**config.mk**
```make
export PLATFORM = sky130hd
export DESIGN_NAME = sac_ctrl
export DESIGN_NICKNAME = d
export VERILOG_FILES = /design/src/pkg/sac_pkg.sv /design/src/logic/sac_tick_gen.sv /design/src/logic/sac_ctrl.sv
export SDC_FILE = /design/constraint.sdc
export NUM_CORES = 1
export LEC_CHECK = 0
export BUFFER_PORTS_ARGS = -buffer_cell sky130_fd_sc_hd__buf_4
export CORE_ASPECT_RATIO = 1.4
export CORE_MARGIN = 2
export CORE_UTILIZATION = 49
export CTS_BUF_LIST = sky130_fd_sc_hd__clkbuf_16
export CTS_CLUSTER_DIAMETER = 60
export DETAILED_ROUTE_END_ITERATION = 12
export PLACE_DENSITY = 0.88
export SYNTH_ARGS = -nofsm -noshare
export SYNTH_HDL_FRONTEND = slang
export SYNTH_SLANG_ARGS = --single-unit
```
**constraint.sdc**
```tcl
create_clock -name clock -period 2.8 [get_ports clock]
set_clock_uncertainty 0.2 [all_clocks]
set_input_delay 0.56 -clock clock [delete_from_list [all_inputs] [get_ports clock]]
set_output_delay 0.56 -clock clock [all_outputs]
set_load 0.03 [all_outputs]
```
**src/pkg/sac_pkg.sv**
```systemverilog
`default_nettype none
package sac_pkg;

  // Register addresses on the special function register port.
  localparam logic [7:0] SAC_RES_LO_ADDR = 8'hBE;
  localparam logic [7:0] SAC_RES_HI_ADDR = 8'hBF;
  localparam logic [7:0] SAC_CTRL_ADDR = 8'hE8;

  // Reset values.
  localparam logic [7:0] SAC_CTRL_RST = 8'h00;
  localparam logic [7:0] SAC_RES_RST = 8'h00;
  localparam logic [4:0] SAC_DIV_RST = 5'h1F;

  // Field positions inside converter_control.
  localparam int unsigned SAC_EN_BIT = 7;
  localparam int unsigned SAC_TM_BIT = 6;
  localparam int unsigned SAC_DONE_BIT = 5;
  localparam int unsigned SAC_BUSY_BIT = 4;
  localparam int unsigned SAC_CM_HI = 3;
  localparam int unsigned SAC_CM_LO = 2;
  localparam int unsigned SAC_WIN_BIT = 1;
  localparam int unsigned SAC_LJ_BIT = 0;

  // Timing counts in SAR clocks, the data width and the divider width.
  localparam int unsigned SAC_TRACK_SAR_CLKS = 3;
  localparam int unsigned SAC_RES_BITS = 12;
  localparam int unsigned SAC_DIV_W = 5;

  // Start source encodings of start_source_select.
  typedef enum logic [1:0] {
    SAC_SRC_SW,
    SAC_SRC_T3,
    SAC_SRC_PIN,
    SAC_SRC_T2
  } sac_src_e;

  typedef enum logic [1:0] {
    SAC_IDLE,
    SAC_TRACK,
    SAC_CONV
  } sac_state_e;

endpackage
`default_nettype wire

```
**src/logic/sac_tick_gen.sv**
```systemverilog
`timescale 1ns/10ps
`default_nettype none
module sac_tick_gen #(
  parameter int unsigned DIV_W = 5
) (
  input wire logic clock,
  input wire logic sys_rst,
  input wire logic run,
  input wire logic [DIV_W-1:0] div_val,
  output logic tick
);

  logic [DIV_W-1:0] count_reg;
  logic tick_reg;
  wire logic wrap;

  // One tick every div_val plus one system clocks; phase restarts whenever run drops.
  assign wrap = (count_reg == div_val);

  always_ff @(posedge clock) begin
    if (sys_rst || !run) begin
      count_reg <= '0;
      tick_reg <= 1'b0;
    end else begin
      count_reg <= wrap ? '0 : count_reg + 1'b1;
      tick_reg <= wrap;
    end
  end

  assign tick = tick_reg;

endmodule
`default_nettype wire

```
**src/logic/sac_ctrl.sv**
```systemverilog
// How it works
// - Enable low holds converter in shutdown.
// - Track mode 0 tracks except converting.
// - Track mode 1 tracking follows start field.
// - Done flag sets at busy fall, sticky.
// - Busy reads one while converting.
// - Busy write starts only in software mode.
// - Start field picks the conversion trigger.
// - Triggered tracking lasts three SAR clocks.
// - Pin mode tracks while pin low.
// - Window match flag sets, software clears.
// - Right justify puts twelve bits low.
// - Right justify upper nibble sign or zero.
// - Left justify, low nibble reads zero.
// - Code is twelve bit unsigned or signed.
// - SAR clock is system clock over divider+1.
// - Differential results are two's complement.
`timescale 1ns/10ps
`default_nettype none
module sac_ctrl #(
  parameter int unsigned RES_BITS = sac_pkg::SAC_RES_BITS
) (
  input wire logic clock,
  input wire logic sys_rst,
  input wire logic [7:0] sfr_addr,
  input wire logic sfr_wr,
  input wire logic sfr_rd,
  input wire logic [7:0] sfr_wdata,
  output logic [7:0] sfr_rdata,
  input wire logic [sac_pkg::SAC_DIV_W-1:0] sar_clock_divider,
  input wire logic input_pair_diff,
  input wire logic timer3_ovf,
  input wire logic timer2_ovf,
  input wire logic ext_convert_start,
  input wire logic sar_cmp,
  input wire logic window_hit,
  output logic conv_powered,
  output logic track_active,
  output logic [RES_BITS-1:0] sar_trial,
  output logic result_strobe,
  output logic [15:0] result_word
);
  import sac_pkg::*;

  // Single-bit mask for a SAR bit position.
  function automatic logic [RES_BITS-1:0] bit_mask(input logic [3:0] idx);
    bit_mask = '0;
    bit_mask[idx] = 1'b1;
  endfunction

  sac_state_e state_reg, state_next;
  logic conv_enable_reg, track_mode_select_reg, left_justify_select_reg;
  logic conv_done_flag_reg, window_match_flag_reg;
  sac_src_e start_source_select_reg;
  logic [1:0] track_cnt_reg, track_cnt_next;
  logic [3:0] bit_idx_reg, bit_idx_next;
  logic [RES_BITS-1:0] trial_reg, trial_next;
  logic [7:0] res_hi_reg, res_lo_reg, rdata_reg;
  logic strobe_reg, diff_reg;
  logic pin_meta_reg, pin_sync_reg, pin_prev_reg;
  wire logic sar_tick, ctrl_wr, sw_start, pin_rise, trig, trig_ok, conv_end, busy;
  wire logic kept_bit, use_track;
  wire logic [RES_BITS-1:0] final_raw, code;
  wire logic [7:0] fmt_hi, fmt_lo, ctrl_rd;

  sac_tick_gen #(.DIV_W(SAC_DIV_W)) u_tick (
    .clock(clock),
    .sys_rst(sys_rst),
    .run(state_reg != SAC_IDLE),
    .div_val(sar_clock_divider),
    .tick(sar_tick)
  );

  always_ff @(posedge clock) begin
    pin_meta_reg <= ext_convert_start;
    pin_sync_reg <= pin_meta_reg;
    pin_prev_reg <= sys_rst ? 1'b1 : pin_sync_reg;
  end

  // Edge detection only looks at the second and third stages, never the metastable one.
  assign pin_rise = pin_sync_reg && !pin_prev_reg;
  assign ctrl_wr = sfr_wr && (sfr_addr == SAC_CTRL_ADDR);
  assign sw_start = ctrl_wr && sfr_wdata[SAC_BUSY_BIT] && (sfr_wdata[SAC_CM_HI:SAC_CM_LO] == SAC_SRC_SW);
  assign trig = (start_source_select_reg == SAC_SRC_SW) ? sw_start :
                (start_source_select_reg == SAC_SRC_T3) ? timer3_ovf :
                (start_source_select_reg == SAC_SRC_PIN) ? pin_rise : timer2_ovf;
  // triggers dropped unless enabled and idle.
  assign trig_ok = trig && conv_enable_reg && (state_reg == SAC_IDLE);
  // pin mode skips the timed tracking phase.
  assign use_track = track_mode_select_reg && (start_source_select_reg != SAC_SRC_PIN);
  assign busy = (state_reg != SAC_IDLE);
  assign kept_bit = sar_cmp;
  assign conv_end = (state_reg == SAC_CONV) && sar_tick && (bit_idx_reg == 4'd0);

  // Sequencer next state; disabling aborts a conversion without a done flag unless its last SAR clock falls in the first disabled cycle.
  always_comb begin
    state_next = state_reg;
    track_cnt_next = track_cnt_reg;
    bit_idx_next = bit_idx_reg;
    trial_next = trial_reg;
    if (!conv_enable_reg) begin
      state_next = SAC_IDLE;
    end else begin
      unique case (state_reg)
        SAC_IDLE: begin
          if (trig_ok) begin
            track_cnt_next = '0;
            bit_idx_next = 4'(RES_BITS - 1);
            trial_next = bit_mask(4'(RES_BITS - 1));
            state_next = use_track ? SAC_TRACK : SAC_CONV;
          end
        end
        SAC_TRACK: begin
          if (sar_tick) begin
            track_cnt_next = track_cnt_reg + 2'd1;
            if (track_cnt_reg == 2'(SAC_TRACK_SAR_CLKS - 1)) begin
              state_next = SAC_CONV;
            end
          end
        end
        SAC_CONV: begin
          // Successive approximation, one bit per SAR clock, most significant first.
          if (sar_tick) begin
            trial_next = kept_bit ? trial_reg : (trial_reg & ~bit_mask(bit_idx_reg));
            if (bit_idx_reg == 4'd0) begin
              state_next = SAC_IDLE;
            end else begin
              bit_idx_next = bit_idx_reg - 4'd1;
              trial_next = trial_next | bit_mask(bit_idx_reg - 4'd1);
            end
          end
        end
      endcase
    end
  end

  always_ff @(posedge clock) begin
    if (sys_rst) begin
      state_reg <= SAC_IDLE;
      track_cnt_reg <= '0;
      bit_idx_reg <= '0;
      trial_reg <= '0;
    end else begin
      state_reg <= state_next;
      track_cnt_reg <= track_cnt_next;
      bit_idx_reg <= bit_idx_next;
      trial_reg <= trial_next;
    end
  end

  // offset binary from the array becomes two's complement for a pair.
  assign final_raw = kept_bit ? trial_reg : (trial_reg & ~bit_mask(4'd0));
  // unsigned twelve-bit or signed eleven-bit-plus-sign code.
  assign code = input_pair_diff ? {~final_raw[RES_BITS-1], final_raw[RES_BITS-2:0]} : final_raw;
  // upper nibble is sign copy for pairs only.
  // left-justified layout with zero low nibble.
  assign fmt_hi = left_justify_select_reg ? code[11:4] : {{4{input_pair_diff & code[11]}}, code[11:8]};
  assign fmt_lo = left_justify_select_reg ? {code[3:0], 4'h0} : code[7:0];

  // Control register and result bytes; hardware updates win over a same-cycle write.
  always_ff @(posedge clock) begin
    if (sys_rst) begin
      {conv_enable_reg, track_mode_select_reg, conv_done_flag_reg} <= SAC_CTRL_RST[7:5];
      start_source_select_reg <= sac_src_e'(SAC_CTRL_RST[3:2]);
      {window_match_flag_reg, left_justify_select_reg} <= SAC_CTRL_RST[1:0];
      res_hi_reg <= SAC_RES_RST;
      res_lo_reg <= SAC_RES_RST;
      strobe_reg <= 1'b0;
      diff_reg <= 1'b0;
    end else begin
      if (ctrl_wr) begin
        conv_enable_reg <= sfr_wdata[SAC_EN_BIT];
        track_mode_select_reg <= sfr_wdata[SAC_TM_BIT];
        start_source_select_reg <= sac_src_e'(sfr_wdata[SAC_CM_HI:SAC_CM_LO]);
        left_justify_select_reg <= sfr_wdata[SAC_LJ_BIT];
      end
      // done flag set wins over clear.
      conv_done_flag_reg <= conv_end | (ctrl_wr ? sfr_wdata[SAC_DONE_BIT] : conv_done_flag_reg);
      // window flag set wins over clear.
      window_match_flag_reg <= (strobe_reg & window_hit) |
                               (ctrl_wr ? sfr_wdata[SAC_WIN_BIT] : window_match_flag_reg);
      res_hi_reg <= conv_end ? fmt_hi : (sfr_wr && sfr_addr == SAC_RES_HI_ADDR) ? sfr_wdata : res_hi_reg;
      res_lo_reg <= conv_end ? fmt_lo : (sfr_wr && sfr_addr == SAC_RES_LO_ADDR) ? sfr_wdata : res_lo_reg;
      strobe_reg <= conv_end;
      diff_reg <= input_pair_diff;
    end
  end

  // busy read back from the sequencer state.
  assign ctrl_rd = {conv_enable_reg, track_mode_select_reg, conv_done_flag_reg, busy,
                    start_source_select_reg, window_match_flag_reg, left_justify_select_reg};

  // Read data is registered; unmapped addresses read zero.
  always_ff @(posedge clock) begin
    if (sys_rst) begin
      rdata_reg <= 8'h00;
    end else if (sfr_rd) begin
      rdata_reg <= (sfr_addr == SAC_CTRL_ADDR) ? ctrl_rd :
                   (sfr_addr == SAC_RES_HI_ADDR) ? res_hi_reg :
                   (sfr_addr == SAC_RES_LO_ADDR) ? res_lo_reg : 8'h00;
    end
  end

  assign sfr_rdata = rdata_reg;
  assign conv_powered = conv_enable_reg;
  // continuous tracking; gated tracking in mode 1.
  assign track_active = conv_enable_reg && (track_mode_select_reg ?
    ((state_reg == SAC_TRACK) || (start_source_select_reg == SAC_SRC_PIN && !busy && !pin_sync_reg)) :
    (state_reg != SAC_CONV));
  assign sar_trial = trial_reg;
  assign result_strobe = strobe_reg;
  assign result_word = {res_hi_reg, res_lo_reg};

  logic [3:0] trk_len_reg;
  always_ff @(posedge clock) begin
    if (sys_rst || state_reg != SAC_TRACK) begin
      trk_len_reg <= '0;
    end else if (sar_tick) begin
      trk_len_reg <= trk_len_reg + 4'd1;
    end
  end
endmodule
`default_nettype wire

```
# Word-level counts from Yosys, hierarchy flattened
# Cells that the tools add are included.
# word_totals
ff_bits	61
latch_bits	0
ram_bits	0
rom_bits	0
out_inout_bits	39
word_cells	128
memories	0
# classes
addsub	3
multipliers	0
n_div	0
n_lt_le_gt_ge	4
n_eq_ne	17
n_shift	0
mux	40
n_bitwise	9
reduce_logical	36
# ops
op	count
two-way mux 8 bit	9
two-way mux 12 bit	5
== test 8 bit, second input constant	3
one-hot mux 12 bit (2 select lines)	1
logical AND 1 bit	16
two-way mux 2 bit	8
bitwise AND 12 bit	1
two-way mux 4 bit	3
inverter 12 bit	1
OR 12 bit	1
< comparator 4 x 5 -> 1 bit, second input constant	2
!= test 2 bit, second input constant	5
AND reduction 5 bit	2
nonzero test 2 bit	5
two-way mux 1 bit	9
demux 1 bit (select 4 bit)	2
>= comparator 4 x 1 -> 1 bit, second input constant	2
one-hot mux 4 bit (2 select lines)	1
AND reduction 4 bit	2
== test 2 bit, second input constant	3
zero test 2 bit	3
!= test 2 x 1 -> 1 bit, second input constant	3
one-hot mux 2 bit (3 select lines)	1
adder 5 x 1 -> 5 bit, second input constant	1
12 further kinds	20

# Logic depth before layout (Yosys ltp)
# Gate-level depths: netlist of run 1.
# depth
depth_word	11
depth_mapped	9
mapped_depth_nobuf	7

# Hierarchy
# A second synthesis of run 1 with hierarchy kept.
# hier_totals
cells_unflattened	410
area_unflattened_um2	3408.3
# by_module_without_submodules
module	instances	cells_per_inst	area_each_um2	seq_area_each_um2
sac_ctrl	1	380	3108.0	1101.1
sac_tick_gen	1	30	300.3	120.1

# Worst setup path before layout of run 1
# OpenSTA, ideal clock, no wires.
# synth_path
kind	in2reg
from	in sfr_addr[0]
to	reg bit_idx_reg[3]
setup_ns	0.117
t_arrival_ns	2.412
required_ns	2.483
path_slack_ns	0.071
stages	5
n_path_buf	0
cell_sequence	or4b_4 or4_4 a221oi_4 nand3_1 a32o_1
# synth_between
elab_chain_len	9
# synth_lines
item	line_no	rtl
start, declared	sac_ctrl.sv:25	input wire logic [7:0] sfr_addr,
== test 8 bit	sac_ctrl.sv:82	assign ctrl_wr = sfr_wr && (sfr_addr == SAC_CTRL_ADDR);
logical AND 1 bit	sac_ctrl.sv:82	
logical AND 1 bit (2 in series)	sac_ctrl.sv:83	assign sw_start = ctrl_wr && sfr_wdata[SAC_BUSY_BIT] && (sfr_wdata[SAC_CM_HI:SAC_CM_LO] == SAC_SRC_SW);
two-way mux 1 bit	sac_ctrl.sv:84	assign trig = (start_source_select_reg == SAC_SRC_SW) ? sw_start :
logical AND 1 bit (2 in series)	sac_ctrl.sv:88	assign trig_ok = trig && conv_enable_reg && (state_reg == SAC_IDLE);
!= test 2 bit (no line)	--	
AND reduction 5 bit (no line)	--	
end signal, assigned	sac_ctrl.sv:146	bit_idx_reg <= bit_idx_next;
end, declared	sac_ctrl.sv:56	logic [3:0] bit_idx_reg, bit_idx_next;
# No other way between the ends.
# A chain may end at the register's enable or synchronous reset.

# Worst setup path after layout of run 1
# layout_path
from	in sfr_addr[0]
to	reg bit_idx_reg[0]
# The elaborated chain is that of the path after synthesis.

==> results of run 1 <==
[area by class of cell]
type,instances,area [sq um],area share
clock buffers,9,225.2,0.05283
clock inverters,7,66.31,0.01556
inverters,18,67.56,0.01585
multi-input cells,296,1902,0.4461
flip-flops and latches,61,1221,0.2865
well taps,74,92.59,0.02172
repair buffers,90,688.2,0.1614
[metal layers]
layer  global-route usage  routed length, microns  share of wire
met5                    0                       0              0
met4               0.1524                     419          0.044
met3              0.04700                     588          0.061
met2               0.4636                    4866           0.51
met1               0.2852                    3708           0.39
[Yosys cell counts, types with 2 or more instances]
| cell type | instances |
|---|---|
| xor2_1 | 5 |
| clkbuf_1 | 17 |
| a311oi_1 | 10 |
| inv_1 | 17 |
| nand2_1 | 45 |
| nand2b_1 | 2 |
| ha_1 | 12 |
| a31oi_1 | 8 |
| buf_1 | 4 |
| nor3_1 | 9 |
| a21oi_1 | 20 |
| mux2i_1 | 17 |
| nor2b_1 | 5 |
| nor2_1 | 43 |
| nand4b_1 | 2 |
| o21ai_1 | 2 |
| a211oi_1 | 12 |
| nand3b_1 | 2 |
| o211ai_1 | 15 |
| nand3_1 | 11 |
| o21ai_0 | 19 |
| o31ai_1 | 6 |
| a21o_1 | 5 |
| nor3b_1 | 3 |
| a211o_1 | 4 |
| and3_1 | 5 |
| xnor2_1 | 3 |
| a32o_1 | 2 |
| a22oi_1 | 7 |
| dfxtp_1 | 61 |
[report_power, final]
group / internal, mW / switching, mW
combinational: 0.0527 / 0.0644
sequential: 0.877 / 0.00424
clock: 0.681 / 0.393
total: 1.61 / 0.462
[worst paths after layout]
check                               startpoint        endpoint  cells past startpoint
worst min register to register    pin_meta_reg    pin_sync_reg                      0
worst max-delay path               sfr_addr[0]  bit_idx_reg[0]                      6
worst max register to register  bit_idx_reg[0]   res_lo_reg[4]                      8
worst min-delay path              pin_meta_reg    pin_sync_reg                      0
[critical path: stages]
cell and delay, ps:
buf_4 110, or4b_4 530, or4_4 570, a221oi_4 480, a21oi_1 150, a211oi_1 280
[stage by stage]
step                      cells  utilization
after floorplan             396            -
after global placement      539       0.6086
after detailed placement    539       0.6086
after CTS                   555       0.6533
after global routing        555       0.6533
final                       555       0.6533
[logic make-up after synthesis]
kind of cell	count (synthesis)	synth area share
AOI/OAI and AO/OA	122	0.2645
xor gates and xnor gates	8	0.02143
adders and majority gates	12	0.04592
buffers and inverters	39	0.04477
DFF	61	0.3735
muxes	17	0.05205
and+or+nand+nor	137	0.1979
[layout by cell type (no fill, tap or decap), drive strengths merged, types with 9 or more instances in the layout]
cell type / Yosys / final
inv: 18 / 18
a21oi: 20 / 20
mux2i: 17 / 17
a211oi: 12 / 12
dfxtp: 61 / 61
nand3: 11 / 11
buf: 4 / 90
o21ai: 21 / 21
a311oi: 10 / 10
o211ai: 15 / 15
nor3: 9 / 9
nand2: 45 / 45
ha: 12 / 12
nor2: 43 / 43
clkbuf: 17 / 9
==> results.env, run 1 <==
SYNTH_LARGEST_AREA_CELL='dfxtp_1'
SYN_AREA_SQ_UM=3269
CTS.ROOT.BUFFER_CELL='clkbuf_16'
POST_SYNTHESIS_SEQUENTIAL_AREA_RATIO=0.3735
ASYNC_RESET_FF_FRAC=0
FINAL_WORST_PATH_PERIOD_SHARE=0.9514
GRT_FIRST_PASS_WIRELENGTH_MICRONS=15290
FLOORPLAN.DIE.WIDTH_MICRONS=73.04
FLOORPLAN.IO_PINS=70
CTS_SETUP_BUFFERS=0
ANTENNA_FOUND_INITIAL=0
POSTSYNTHAREAPERCELL_SQ_UM=8.256
CTS_BUFFER_COUNT=9
CP.REQUIRED_PS=2820
DESIGN_POWER_TOTAL_mW=2.072
TIMING.HOLD.WS_PS=126.6
YS_FF_LATCH=61
CLK_LATENCY_PS=320
SYNTH_WARNINGS=0
WORSTSETUPPATHTYPE='in -> reg'
MAX_FREQ_GHz=0.3754
DRTITER0DRC=279
FLOORPLAN.INITIALDENSITY=0.5011
PLACEMENT.IO_BUFFERS=69
CLOCK_SINK_COUNT=61
SETUP_VIOL_COUNT_FINAL=0
TIMING.SETUP.TNS_PS=0
GRT_MAX_DEGREE=46
DESIGN.DIE.AREA_SQ_UM=7351
CTS.REPORTEDPATHS.CLKPINSLEW_PS=50
TIMING.MAX_SLEW.REL_SLACK=0.6306
FIRST_PASS_ITERS=5
YOSYS.AREA.TOP_TYPE_SHARE=0.3735
GLOBALROUTE.TOTALOVERFLOW=0
FINAL_ANTENNA_NET_COUNT=0
ANTENNA_CELLS_INSERTED=0
MAXCAPVIOLCOUNT=0
CLOCKBUFFERDEPTH=2
ROUTED_VIA_DENSITY=6.232
GP_CONGESTION=0.9037
SETUP.WORST_PATH.END_CLASS='flop'
LARGEST_REG_FLOPS=12
POWER.DENSITY_CELL_AREA_nW_PER_UM2=486.2
DR_TOTAL_VIAS=3459
SYNTH-MAIN-FF-CELL='dfxtp_1'
GRT_PASS1_VIAS=3372
REPORT.FINAL.HOLD_VIOL_COUNT=0
AREA_GROWTH_SYN_TO_LAYOUT_PCT=30.39
ROUTE.FINAL.WIRE_LENGTH_MICRONS=9583
ROWS=35
DRT_DRC_VIOLATIONS_LEFT=0
HOLD_BUFFERS=0
FINALWORSTSETUPSLACK_PS=136.2
LAYOUT.CELL_AREA.NON_FILLER_SQ_UM=4263
TIMING.FINAL.MAX_SLEW_VIOLATIONS=0
WORSTPATHMAXFANOUT=9
POST_CTS_RESIZE_COUNT=0
DIE_H_MICRONS=100.7
POST_SYNTH_MAIN_AREA_CONTRIBUTORS='dfxtp_1 37%, mux2i_1 5.2%, nand2_1 5.2%, nor2_1 4.9%, ha_1 4.6%'
P_LEAK_nW=1.678
RUN_STATUS='finished clean'
CORE_AREA_SQ_UM=6525
TIMING_WORST_SLEW_PIN_VALUE_PS=552.1
DETAILEDPLACE.WORSTSLACK_PS=-166.3
DPL_CELL_AREA_SQ_UM=3971
POWER.IR.VDD_WORST_mV=0.3905
POST_ROUTE_CELLS_DRIVE_ABOVE_1_SHARE=0.2328
SYNTH_CELL_TYPES=53
PERIOD_NEEDED_PS=2664
HPWL_MICRONS=6972
SYNTHESIS.INSTANCES=396
ARRIVAL_PS=2680
H-TREE-DEPTH=3
WORSTHOLDPATHTYPE='reg -> reg'
FINISH.NET_COUNT=519
REG2REG_SETUP_SLACK_PS=220
SYNTH-EDFF-COUNT=0
N_FILL_CELL=499
TRITONCTS='built'
ROUTED_WIRE_LENGTH_PER_INSTANCE_MICRONS=17.27
TRACK_USAGE=0.2622
RSZ_0062_RAISED_AFTER_GLOBAL_ROUTING='false'
CRITICAL_PATH_LAUNCH_POINT_TYPE='primary input'
SYNTH.NET_COUNT=439
(Power assumes the default switching activity.)
==> run 2, diff against run 1 <==
--- a/config.mk
+++ b/config.mk
@@ -8,11 +8,12 @@
 export BUFFER_PORTS_ARGS = -buffer_cell sky130_fd_sc_hd__buf_4
 export CORE_ASPECT_RATIO = 1.4
 export CORE_MARGIN = 2
-export CORE_UTILIZATION = 49
+export CORE_UTILIZATION = 50
 export CTS_BUF_LIST = sky130_fd_sc_hd__clkbuf_16
 export CTS_CLUSTER_DIAMETER = 60
 export DETAILED_ROUTE_END_ITERATION = 12
-export PLACE_DENSITY = 0.88
+export PLACE_DENSITY = 0.89
 export SYNTH_ARGS = -nofsm -noshare
 export SYNTH_HDL_FRONTEND = slang
+export SYNTH_HIERARCHICAL = 1
 export SYNTH_SLANG_ARGS = --single-unit
==> run 2 against run 1 <==
  * First-iteration DRC count grew 1.4%
  * Non-clock buffer count shrank 9
  * Power grew 0.25%
  * Sequential power is essentially flat
  * Final area grew 0.82%
  * Sequential cell count is the same
  * Worst setup slack lost 1.8 ps
==> results.env, run 2 <==
RUN_STATUS='finished clean'
YOSYS.AREA.TOP_TYPE_SHARE=0.3583  # -0.01522
ROUTE.FINAL.WIRE_LENGTH_MICRONS=9979  # +4.1%
WORSTPATHMAXFANOUT=6  # -3
DR_TOTAL_VIAS=3557  # +2.8%
SYN_AREA_SQ_UM=3408  # +4.2%
TIMING.HOLD.WS_PS=125.8  # -0.8700 ps
LARGEST_REG_FLOPS=12  # unchanged
DRT_DRC_VIOLATIONS_LEFT=0  # unchanged
CLK_LATENCY_PS=340  # +20 ps
POWER.DENSITY_CELL_AREA_nW_PER_UM2=483.4  # -0.57%
POST_SYNTHESIS_SEQUENTIAL_AREA_RATIO=0.3583  # -0.01522
FLOORPLAN.DIE.WIDTH_MICRONS=73.78  # +1.0%
MET3_WIRELENGTH_MICRONS=752  # +28%
CP-STARTPOINT='state_reg[0]'
TRACK_USAGE=0.2774  # +0.01525
DESIGN.DIE.AREA_SQ_UM=7502  # +2.1%
GLOBALROUTE.TOTALOVERFLOW=0  # unchanged
SYNTH_WARNINGS=6  # +6
CRITPATHMAXSTAGEDELAY_PS=400  # -170 ps
REPORT.FINAL.HOLD_VIOL_COUNT=0  # unchanged
POWER.IR.VDD_WORST_mV=0.2947  # -25%
ASYNC_RESET_FF_FRAC=0  # unchanged
GRT_FIRST_PASS_WIRELENGTH_MICRONS=15910  # +4.1%
FINAL_WORST_PATH_PERIOD_SHARE=0.9520  # about the same
GRT_MAX_DEGREE=35  # -24%
MOSTFREQUENTLAYOUTCELLS='81 x buf_4, 61 x dfxtp_1, 50 x nand2_1'
SYNTH-MAIN-FF-CELL='dfxtp_1'
CRIT-REG2REG-LAUNCH='bit_idx_reg[0]'
ROUTED_VIA_DENSITY=6.197  # -0.57%
ROWS=35  # unchanged
P_LEAK_nW=1.568  # -6.6%
WORST_HOLD_STARTPOINT='pin_meta_reg'
YS_FF_LATCH=61  # unchanged
SYNTH_CELL_TYPES=63  # +19%
ANTENNA_FOUND_INITIAL=0  # unchanged
MULTIINPUTGATEAREA_SQ_UM=1994  # +4.9%
PERIOD_NEEDED_PS=2666  # +1.827 ps
SETUP.WORST_PATH.END_CLASS='output port'
RSZ_0062_RAISED_AFTER_GLOBAL_ROUTING='false'
N_FILL_CELL=534  # +7.0%
SYNTH.NET_COUNT=452  # +3.0%
WORSTHOLDPATHTYPE='reg -> reg'
MAXCAPVIOLCOUNT=0  # unchanged
WORSTPATHCELLLIST='inv_1, ha_1, inv_1, or3_1, a31oi_1, buf_4'
WORST_PATH_DOMINANT_CELL_FAMILY='buffers and inverters'
CTS.REPORTEDPATHS.CLKPINSLEW_PS=50  # about the same
FIRST_PASS_ITERS=5  # unchanged
PLACEMENT.IO_BUFFERS=69  # unchanged
AREA_GROWTH_SYN_TO_LAYOUT_PCT=26.10
POST-SYNTH-TOP-COUNT-CELL='dfxtp_1'
CORE_AREA_SQ_UM=6613  # +1.3%
SYNTH_LARGEST_AREA_CELL='dfxtp_1'
HPWL_MICRONS=7230  # +3.7%
PLACEDCELLCOUNT=558  # +3.5%
TIMING.MAX_SLEW.REL_SLACK=0.6738  # +0.04319
ARRIVAL_PS=1910  # -770 ps
DETAIL_ROUTE.WIRELENGTH.MET1_MICRONS=3598  # -3.0%
SUM_OF_BUFFERS_AND_INVERTERS_ON_THE_CRITICAL_PATH=3  # +2
GP_CONGESTION=0.9509  # +5.2%
WORSTSETUPPATHTYPE='reg -> out'
INSTANCES_NO_FILL=574  # +3.4%
POSTSYNTHAREAPERCELL_SQ_UM=8.313  # +0.69%
TRITONCTS='built'
CLOCKBUFFERDEPTH=2  # unchanged
SYNTH-EDFF-COUNT=0  # unchanged
FLOORPLAN.INITIALDENSITY=0.5154  # +0.01437
FINAL_ANTENNA_NET_COUNT=0  # unchanged
TIMING_WORST_SLEW_PIN_VALUE_PS=488.7  # -63.42 ps
DETAILROUTE.WIRELENGTH.MET2_MICRONS=5024  # +3.2%
REG2REG_SETUP_SLACK_PS=370  # +150 ps
CTS.ROOT.BUFFER_CELL='clkbuf_16'
HIGHEST-SIGNAL-LAYER='met4'
MOSTFREQUENTLAYOUTCELL='buf_4'
DRTITER0DRC=283  # +1.4%
TIMING.FINAL.MAX_SLEW_VIOLATIONS=0  # unchanged
FINISH.NET_COUNT=519  # unchanged
CTS_BUFFER_COUNT=9  # unchanged
LAYOUT.AREA.SEQ_SQ_UM=1221  # unchanged
CP_SLOWEST_CELL='or3_1'
ROUTED_WIRE_LENGTH_PER_INSTANCE_MICRONS=17.39  # +0.69%
CRITICAL_PATH_LAUNCH_POINT_TYPE='flop'
HOLD_BUFFERS=0  # unchanged
POST_ROUTE_CELLS_DRIVE_ABOVE_1_SHARE=0.2407  # +0.007816
FLOORPLAN.IO_PINS=70  # unchanged
H-TREE-DEPTH=3  # unchanged
GRT_PASS1_VIAS=3461  # +2.6%
CRITPATHMOSTFREQUENTCELL='inv_1'
MAX_FREQ_GHz=0.3751  # about the same
SYNTHESIS.INSTANCES=410  # +3.5%
CLOCK_SINK_COUNT=61  # unchanged
DIE_H_MICRONS=101.7  # +1.0%
NETLIST_TOP_CELLS_COUNT='61 x dfxtp_1, 50 x nand2_1, 35 x nor2_1'
TIMING.SETUP.TNS_PS=0  # unchanged
SETUP_VIOL_COUNT_FINAL=0  # unchanged
ANTENNA_CELLS_INSERTED=0  # unchanged
CP.REQUIRED_PS=2040  # -780 ps
POST_SYNTH_MAIN_AREA_CONTRIBUTORS='dfxtp_1 36%, nand2_1 5.5%, a21oi_1 4.4%, ha_1 4.0%, nor2_1 3.9%'
==> run 2: changes by cell type after synthesis, sizes merged, moves of 4 or more <==
cell    previous run  this run
a21oi             20        30
mux2i             17         9
buf                4        11
nor2              43        36
o211ai            15         8
o21ai             21        14
a32o               2         7
nand2             45        50
nand4              1         6
a31oi              8         4
nand2b             2         6
nand3             11        15
==> run 2: path summary, 6_finish.rpt <==
check	cells after the start	endpoint
max	6	track_active
min	0	pin_sync_reg
max reg2reg	7	res_hi_reg[2]
min reg2reg	0	pin_sync_reg
==> run 2: cells by family (layout without fill, tap and decap cells) <==
group	count (synthesis)	after routing	share of synthesized area
buffers and inverters	43	115	0.05727
flip-flops	61	61	0.3583
adder cells (fa/ha/maj)	11	11	0.04038
AO/OA/AOI/OAI	122	122	0.2647
multiplexers	11	11	0.03304
XOR/XNOR	7	7	0.01799
AND/OR/NAND/NOR	155	155	0.2283
==> run 2: final cells by class <==
type,instances,area share
repair buffers,81,0.1415
clock buffers,9,0.05240
inverters,18,0.01572
well taps,92,0.02678
multi-input cells,306,0.4640
clock inverters,7,0.01543
flip-flops and latches,61,0.2841
==> run 2: routing by layer <==
metal	vias to the layer above	global-route usage
met5	-	0
met4	0	0.2308
met3	54	0.04677
met2	213	0.4828
met1	1637	0.2812
li1	1653	-
==> run 2: worst reg2reg max path: cells and delay by family (launching register included) <==
family                     cells  cell delay, ps
buffers and inverters          1             120
and+or+nand+nor                2             640
AOI/OAI and AO/OA              3             780
DFF                            1             360
adders and majority gates      1             270
==> run 2: where the power goes <==
group	internal (mW)	switching, mW
Combinational	0.0512	0.0641
Sequential	0.877	0.00400
Clock	0.681	0.400
==> run 2: what timing repair did <==
item	in CTS	in global routing
buffers inserted	0	0
endpoints found under the setup margin	0	1
resized for setup	0	1
==> run 2: through the flow <==
step | instance area (sq um) | worst slack [ps] | total power [mW] | util
final | 4298 | 134.4 | 2.078 | 0.6500
after CTS | 4295 | 102.2 | 2.078 | 0.6496
after detailed placement | 4004 | 419.9 | 1.013 | 0.6055
after global placement | 4004 | 483.5 | 1.010 | 0.6055
after global routing | 4298 | 15.08 | 2.124 | 0.6500
after floorplan | 3408 | 467.4 | 0.9519 | -
==> run 3, diff against run 2 <==
--- a/config.mk
+++ b/config.mk
@@ -8,12 +8,12 @@
 export BUFFER_PORTS_ARGS = -buffer_cell sky130_fd_sc_hd__buf_4
 export CORE_ASPECT_RATIO = 1.4
 export CORE_MARGIN = 2
-export CORE_UTILIZATION = 50
+export CORE_UTILIZATION = 49
 export CTS_BUF_LIST = sky130_fd_sc_hd__clkbuf_16
 export CTS_CLUSTER_DIAMETER = 60
 export DETAILED_ROUTE_END_ITERATION = 12
-export PLACE_DENSITY = 0.89
+export PLACE_DENSITY = 0.88
+export RECOVER_POWER = 100
 export SYNTH_ARGS = -nofsm -noshare
 export SYNTH_HDL_FRONTEND = slang
-export SYNTH_HIERARCHICAL = 1
 export SYNTH_SLANG_ARGS = --single-unit
==> run 3 against run 2 <==
  * Count of clock-buffer cells in the layout unchanged
  * Hold slack better by 0.85 ps
  * Core utilization down 2.3 points
  * Global-route usage down 1.5 points
  * Sequential power about the same
  * Worst setup slack worse by 22 ps
  * Register-to-register slack worse by 180 ps
  * Critical path depth unchanged
  * Power down 0.57%
  * Die area down 2.0%
==> results.env, run 3 (synthesized netlist as in run 1, its figures left out) <==
CTS_SETUP_BUFFERS=0  # unchanged
FINAL_WORST_PATH_PERIOD_SHARE=0.9598  # +0.007826
POST_CTS_RESIZE_COUNT=0  # unchanged
TIMING.FINAL.MAX_SLEW_VIOLATIONS=0  # unchanged
FINISH.NET_COUNT=519  # unchanged
FLOORPLAN.IO_PINS=70  # unchanged
CLOCK_SINK_COUNT=61  # unchanged
REPORT.FINAL.HOLD_VIOL_COUNT=0  # unchanged
POWER.IR.VDD_WORST_mV=0.3870  # +31%
FINALWORSTSETUPSLACK_PS=112.4  # -21.91 ps
MOSTFREQUENTLAYOUTCELLS='61 x dfxtp_1, 45 x nand2_1, 45 x clkbuf_1'
DIE_H_MICRONS=100.7  # -1.0%
CRITPATHMAXSTAGEDELAY_PS=570  # +170 ps
REG2REG_DEPTH=7  # unchanged
TRACK_USAGE=0.2622  # -0.01525
POWER.DENSITY_CELL_AREA_nW_PER_UM2=504.9  # +4.4%
REG2REG_SETUP_SLACK_PS=190  # -180 ps
WORSTHOLDPATHTYPE='reg -> reg'
TIMING.CRITICAL_PATH.TO='bit_idx_reg[0]'
TRITONCTS='built'
WORSTSETUPPATHDEPTH=6  # unchanged
FINAL_ANTENNA_NET_COUNT=0  # unchanged
DRT_DRC_VIOLATIONS_LEFT=0  # unchanged
CRIT-REG2REG-LAUNCH='bit_idx_reg[0]'
DESIGN_POWER_TOTAL_mW=2.066  # -0.57%
ANTENNA_FOUND_INITIAL=0  # unchanged
CLK_LATENCY_PS=320  # -20 ps
POST_ROUTE_CELLS_DRIVE_ABOVE_1_SHARE=0.1393  # -0.1014
SUM_OF_BUFFERS_AND_INVERTERS_ON_THE_CRITICAL_PATH=1  # -2
GRT_FIRST_PASS_WIRELENGTH_MICRONS=15290  # -3.9%
LARGEST_REG_FLOPS=12  # unchanged
TIMING_WORST_SLEW_PIN_VALUE_PS=964.4  # +475.7 ps
CP_SLOWEST_CELL='or4_4'
RSZ_0062_RAISED_AFTER_GLOBAL_ROUTING='false'
SETUP.WORST_PATH.END_CLASS='flop'
ROUTE.FINAL.WIRE_LENGTH_MICRONS=9584  # -4.0%
CP.REQUIRED_PS=2750  # +710 ps
RR_ENDPOINT='res_lo_reg[0]'
CLOCKBUFFERDEPTH=2  # unchanged
ROUTED_WIRE_LENGTH_PER_INSTANCE_MICRONS=17.27  # -0.67%
MOSTFREQUENTLAYOUTCELL='dfxtp_1'
ARRIVAL_PS=2640  # +730 ps
CTS.REPORTEDPATHS.CLKPINSLEW_PS=50  # about the same
HPWL_MICRONS=6972  # -3.6%
CP-STARTPOINT='sfr_addr[0]'
MAXCAPVIOLCOUNT=0  # unchanged
UTILIZATION=0.6270  # -0.02292
FIRST_PASS_ITERS=5  # unchanged
ANTENNA_CELLS_INSERTED=0  # unchanged
GRT_MAX_DEGREE=46  # +31%
WORSTSETUPPATHTYPE='in -> reg'
CORE_AREA_SQ_UM=6525  # -1.3%
H-TREE-DEPTH=3  # unchanged
SETUP_VIOL_COUNT_FINAL=0  # unchanged
RUN_STATUS='finished clean'
GLOBALROUTE.TOTALOVERFLOW=0  # unchanged
CTS_BUFFER_COUNT=9  # unchanged
FLOORPLAN.INITIALDENSITY=0.5011  # -0.01437
PLACEMENT.IO_BUFFERS=69  # unchanged
TIMING.MAX_SLEW.REL_SLACK=0.3571  # -0.3167
CTS.ROOT.BUFFER_CELL='clkbuf_16'
ROWS=35  # unchanged
N_FILL_CELL=569  # +6.6%
DRTITER0DRC=274  # -3.2%
WORST_PATH_DOMINANT_CELL_FAMILY='simple AND/OR/NAND/NOR gates'
CRITICAL_PATH_LAUNCH_POINT_TYPE='primary input'
DESIGN.DIE.AREA_SQ_UM=7351  # -2.0%
HOLD_BUFFERS=0  # unchanged
MAX_FREQ_GHz=0.3721  # -0.82%
WORSTPATHCELLLIST='clkbuf_4, or4b_4, or4_4, a221oi_4, and3_1, a211oi_1'
GP_CONGESTION=0.9037  # -5.0%
FLOORPLAN.DIE.WIDTH_MICRONS=73.04  # -1.0%
P_LEAK_nW=1.489  # -5.0%
WORSTPATHMAXFANOUT=9  # +3
DETAILEDPLACE.WORSTSLACK_PS=-166.3  # -586.2 ps
DR_TOTAL_VIAS=3461  # -2.7%
GRT_PASS1_VIAS=3372  # -2.6%
PERIOD_NEEDED_PS=2688  # +21.91 ps
AREA_GROWTH_SYN_TO_LAYOUT_PCT=25.14
ROUTED_VIA_DENSITY=6.236  # +0.63%
## run 3: changes by cell type in the layout (fill, tap and decap cells not counted), sizes merged, moves of 5 or more
cell	delta
clkbuf	+48
buf	-39
a21oi	-10
mux2i	+8
nor2	+7
o211ai	+7
o21ai	+7
a32o	-5
nand2	-5
nand4	-5
## run 3: per-layer routing
metal | vias up | global-route usage | routed length (microns)
met5 | - | 0 | 0
met4 | 0 | 0.1524 | 425
met3 | 39 | 0.04700 | 706
met2 | 205 | 0.4636 | 4833
met1 | 1594 | 0.2852 | 3618
li1 | 1623 | - | -
## run 3: worst register-to-register path: stages, from the launching register on
cell      delay [ps]
dfxtp_1          320
inv_1            160
ha_1             300
nor3b_1          500
nand2_1          120
clkbuf_1         250
o311ai_0         490
o211a_1          220
## run 3: where the power goes
group          switching [mW]  total [mW]  internal [mW]
clock                   0.392        1.07          0.681
combinational          0.0643       0.111         0.0469
sequential            0.00405       0.881          0.877
total                   0.461        2.07           1.60
## run 3: area by class of cell
class | instances | area [sq um] | area share
inverter | 18 | 67.56 | 0.01651
clock buffer | 9 | 225.2 | 0.05505
multi-input combinational | 296 | 1902 | 0.4648
clock inverter | 7 | 66.31 | 0.01621
timing repair buffer | 90 | 516.7 | 0.1263
tap | 74 | 92.59 | 0.02263
sequential | 61 | 1221 | 0.2985
## run 3: worst min path at each step
stage,startpoint,to,cells after the start,slack (ps)
floorplan,pin_meta_reg,pin_sync_reg,0,110
global placement,pin_meta_reg,pin_sync_reg,0,110
detailed placement,pin_meta_reg,pin_sync_reg,0,110
CTS,pin_meta_reg,pin_sync_reg,0,130
global route,pin_meta_reg,pin_sync_reg,0,130
finish,pin_meta_reg,pin_sync_reg,0,130
## run 3: metrics by stage
step / setup TNS [ps] / area, sq um / cells / hold WS (ps)
after global routing: 0 / 4091 / 555 / 127.6
after detailed placement: -1038 / 3971 / 539 / 114.3
after floorplan: 0 / 3269 / 396 / 109.6
final: 0 / 4091 / 555 / 126.6
after CTS: 0 / 4263 / 555 / 126.5
after global placement: -477.0 / 3971 / 539 / 113.7
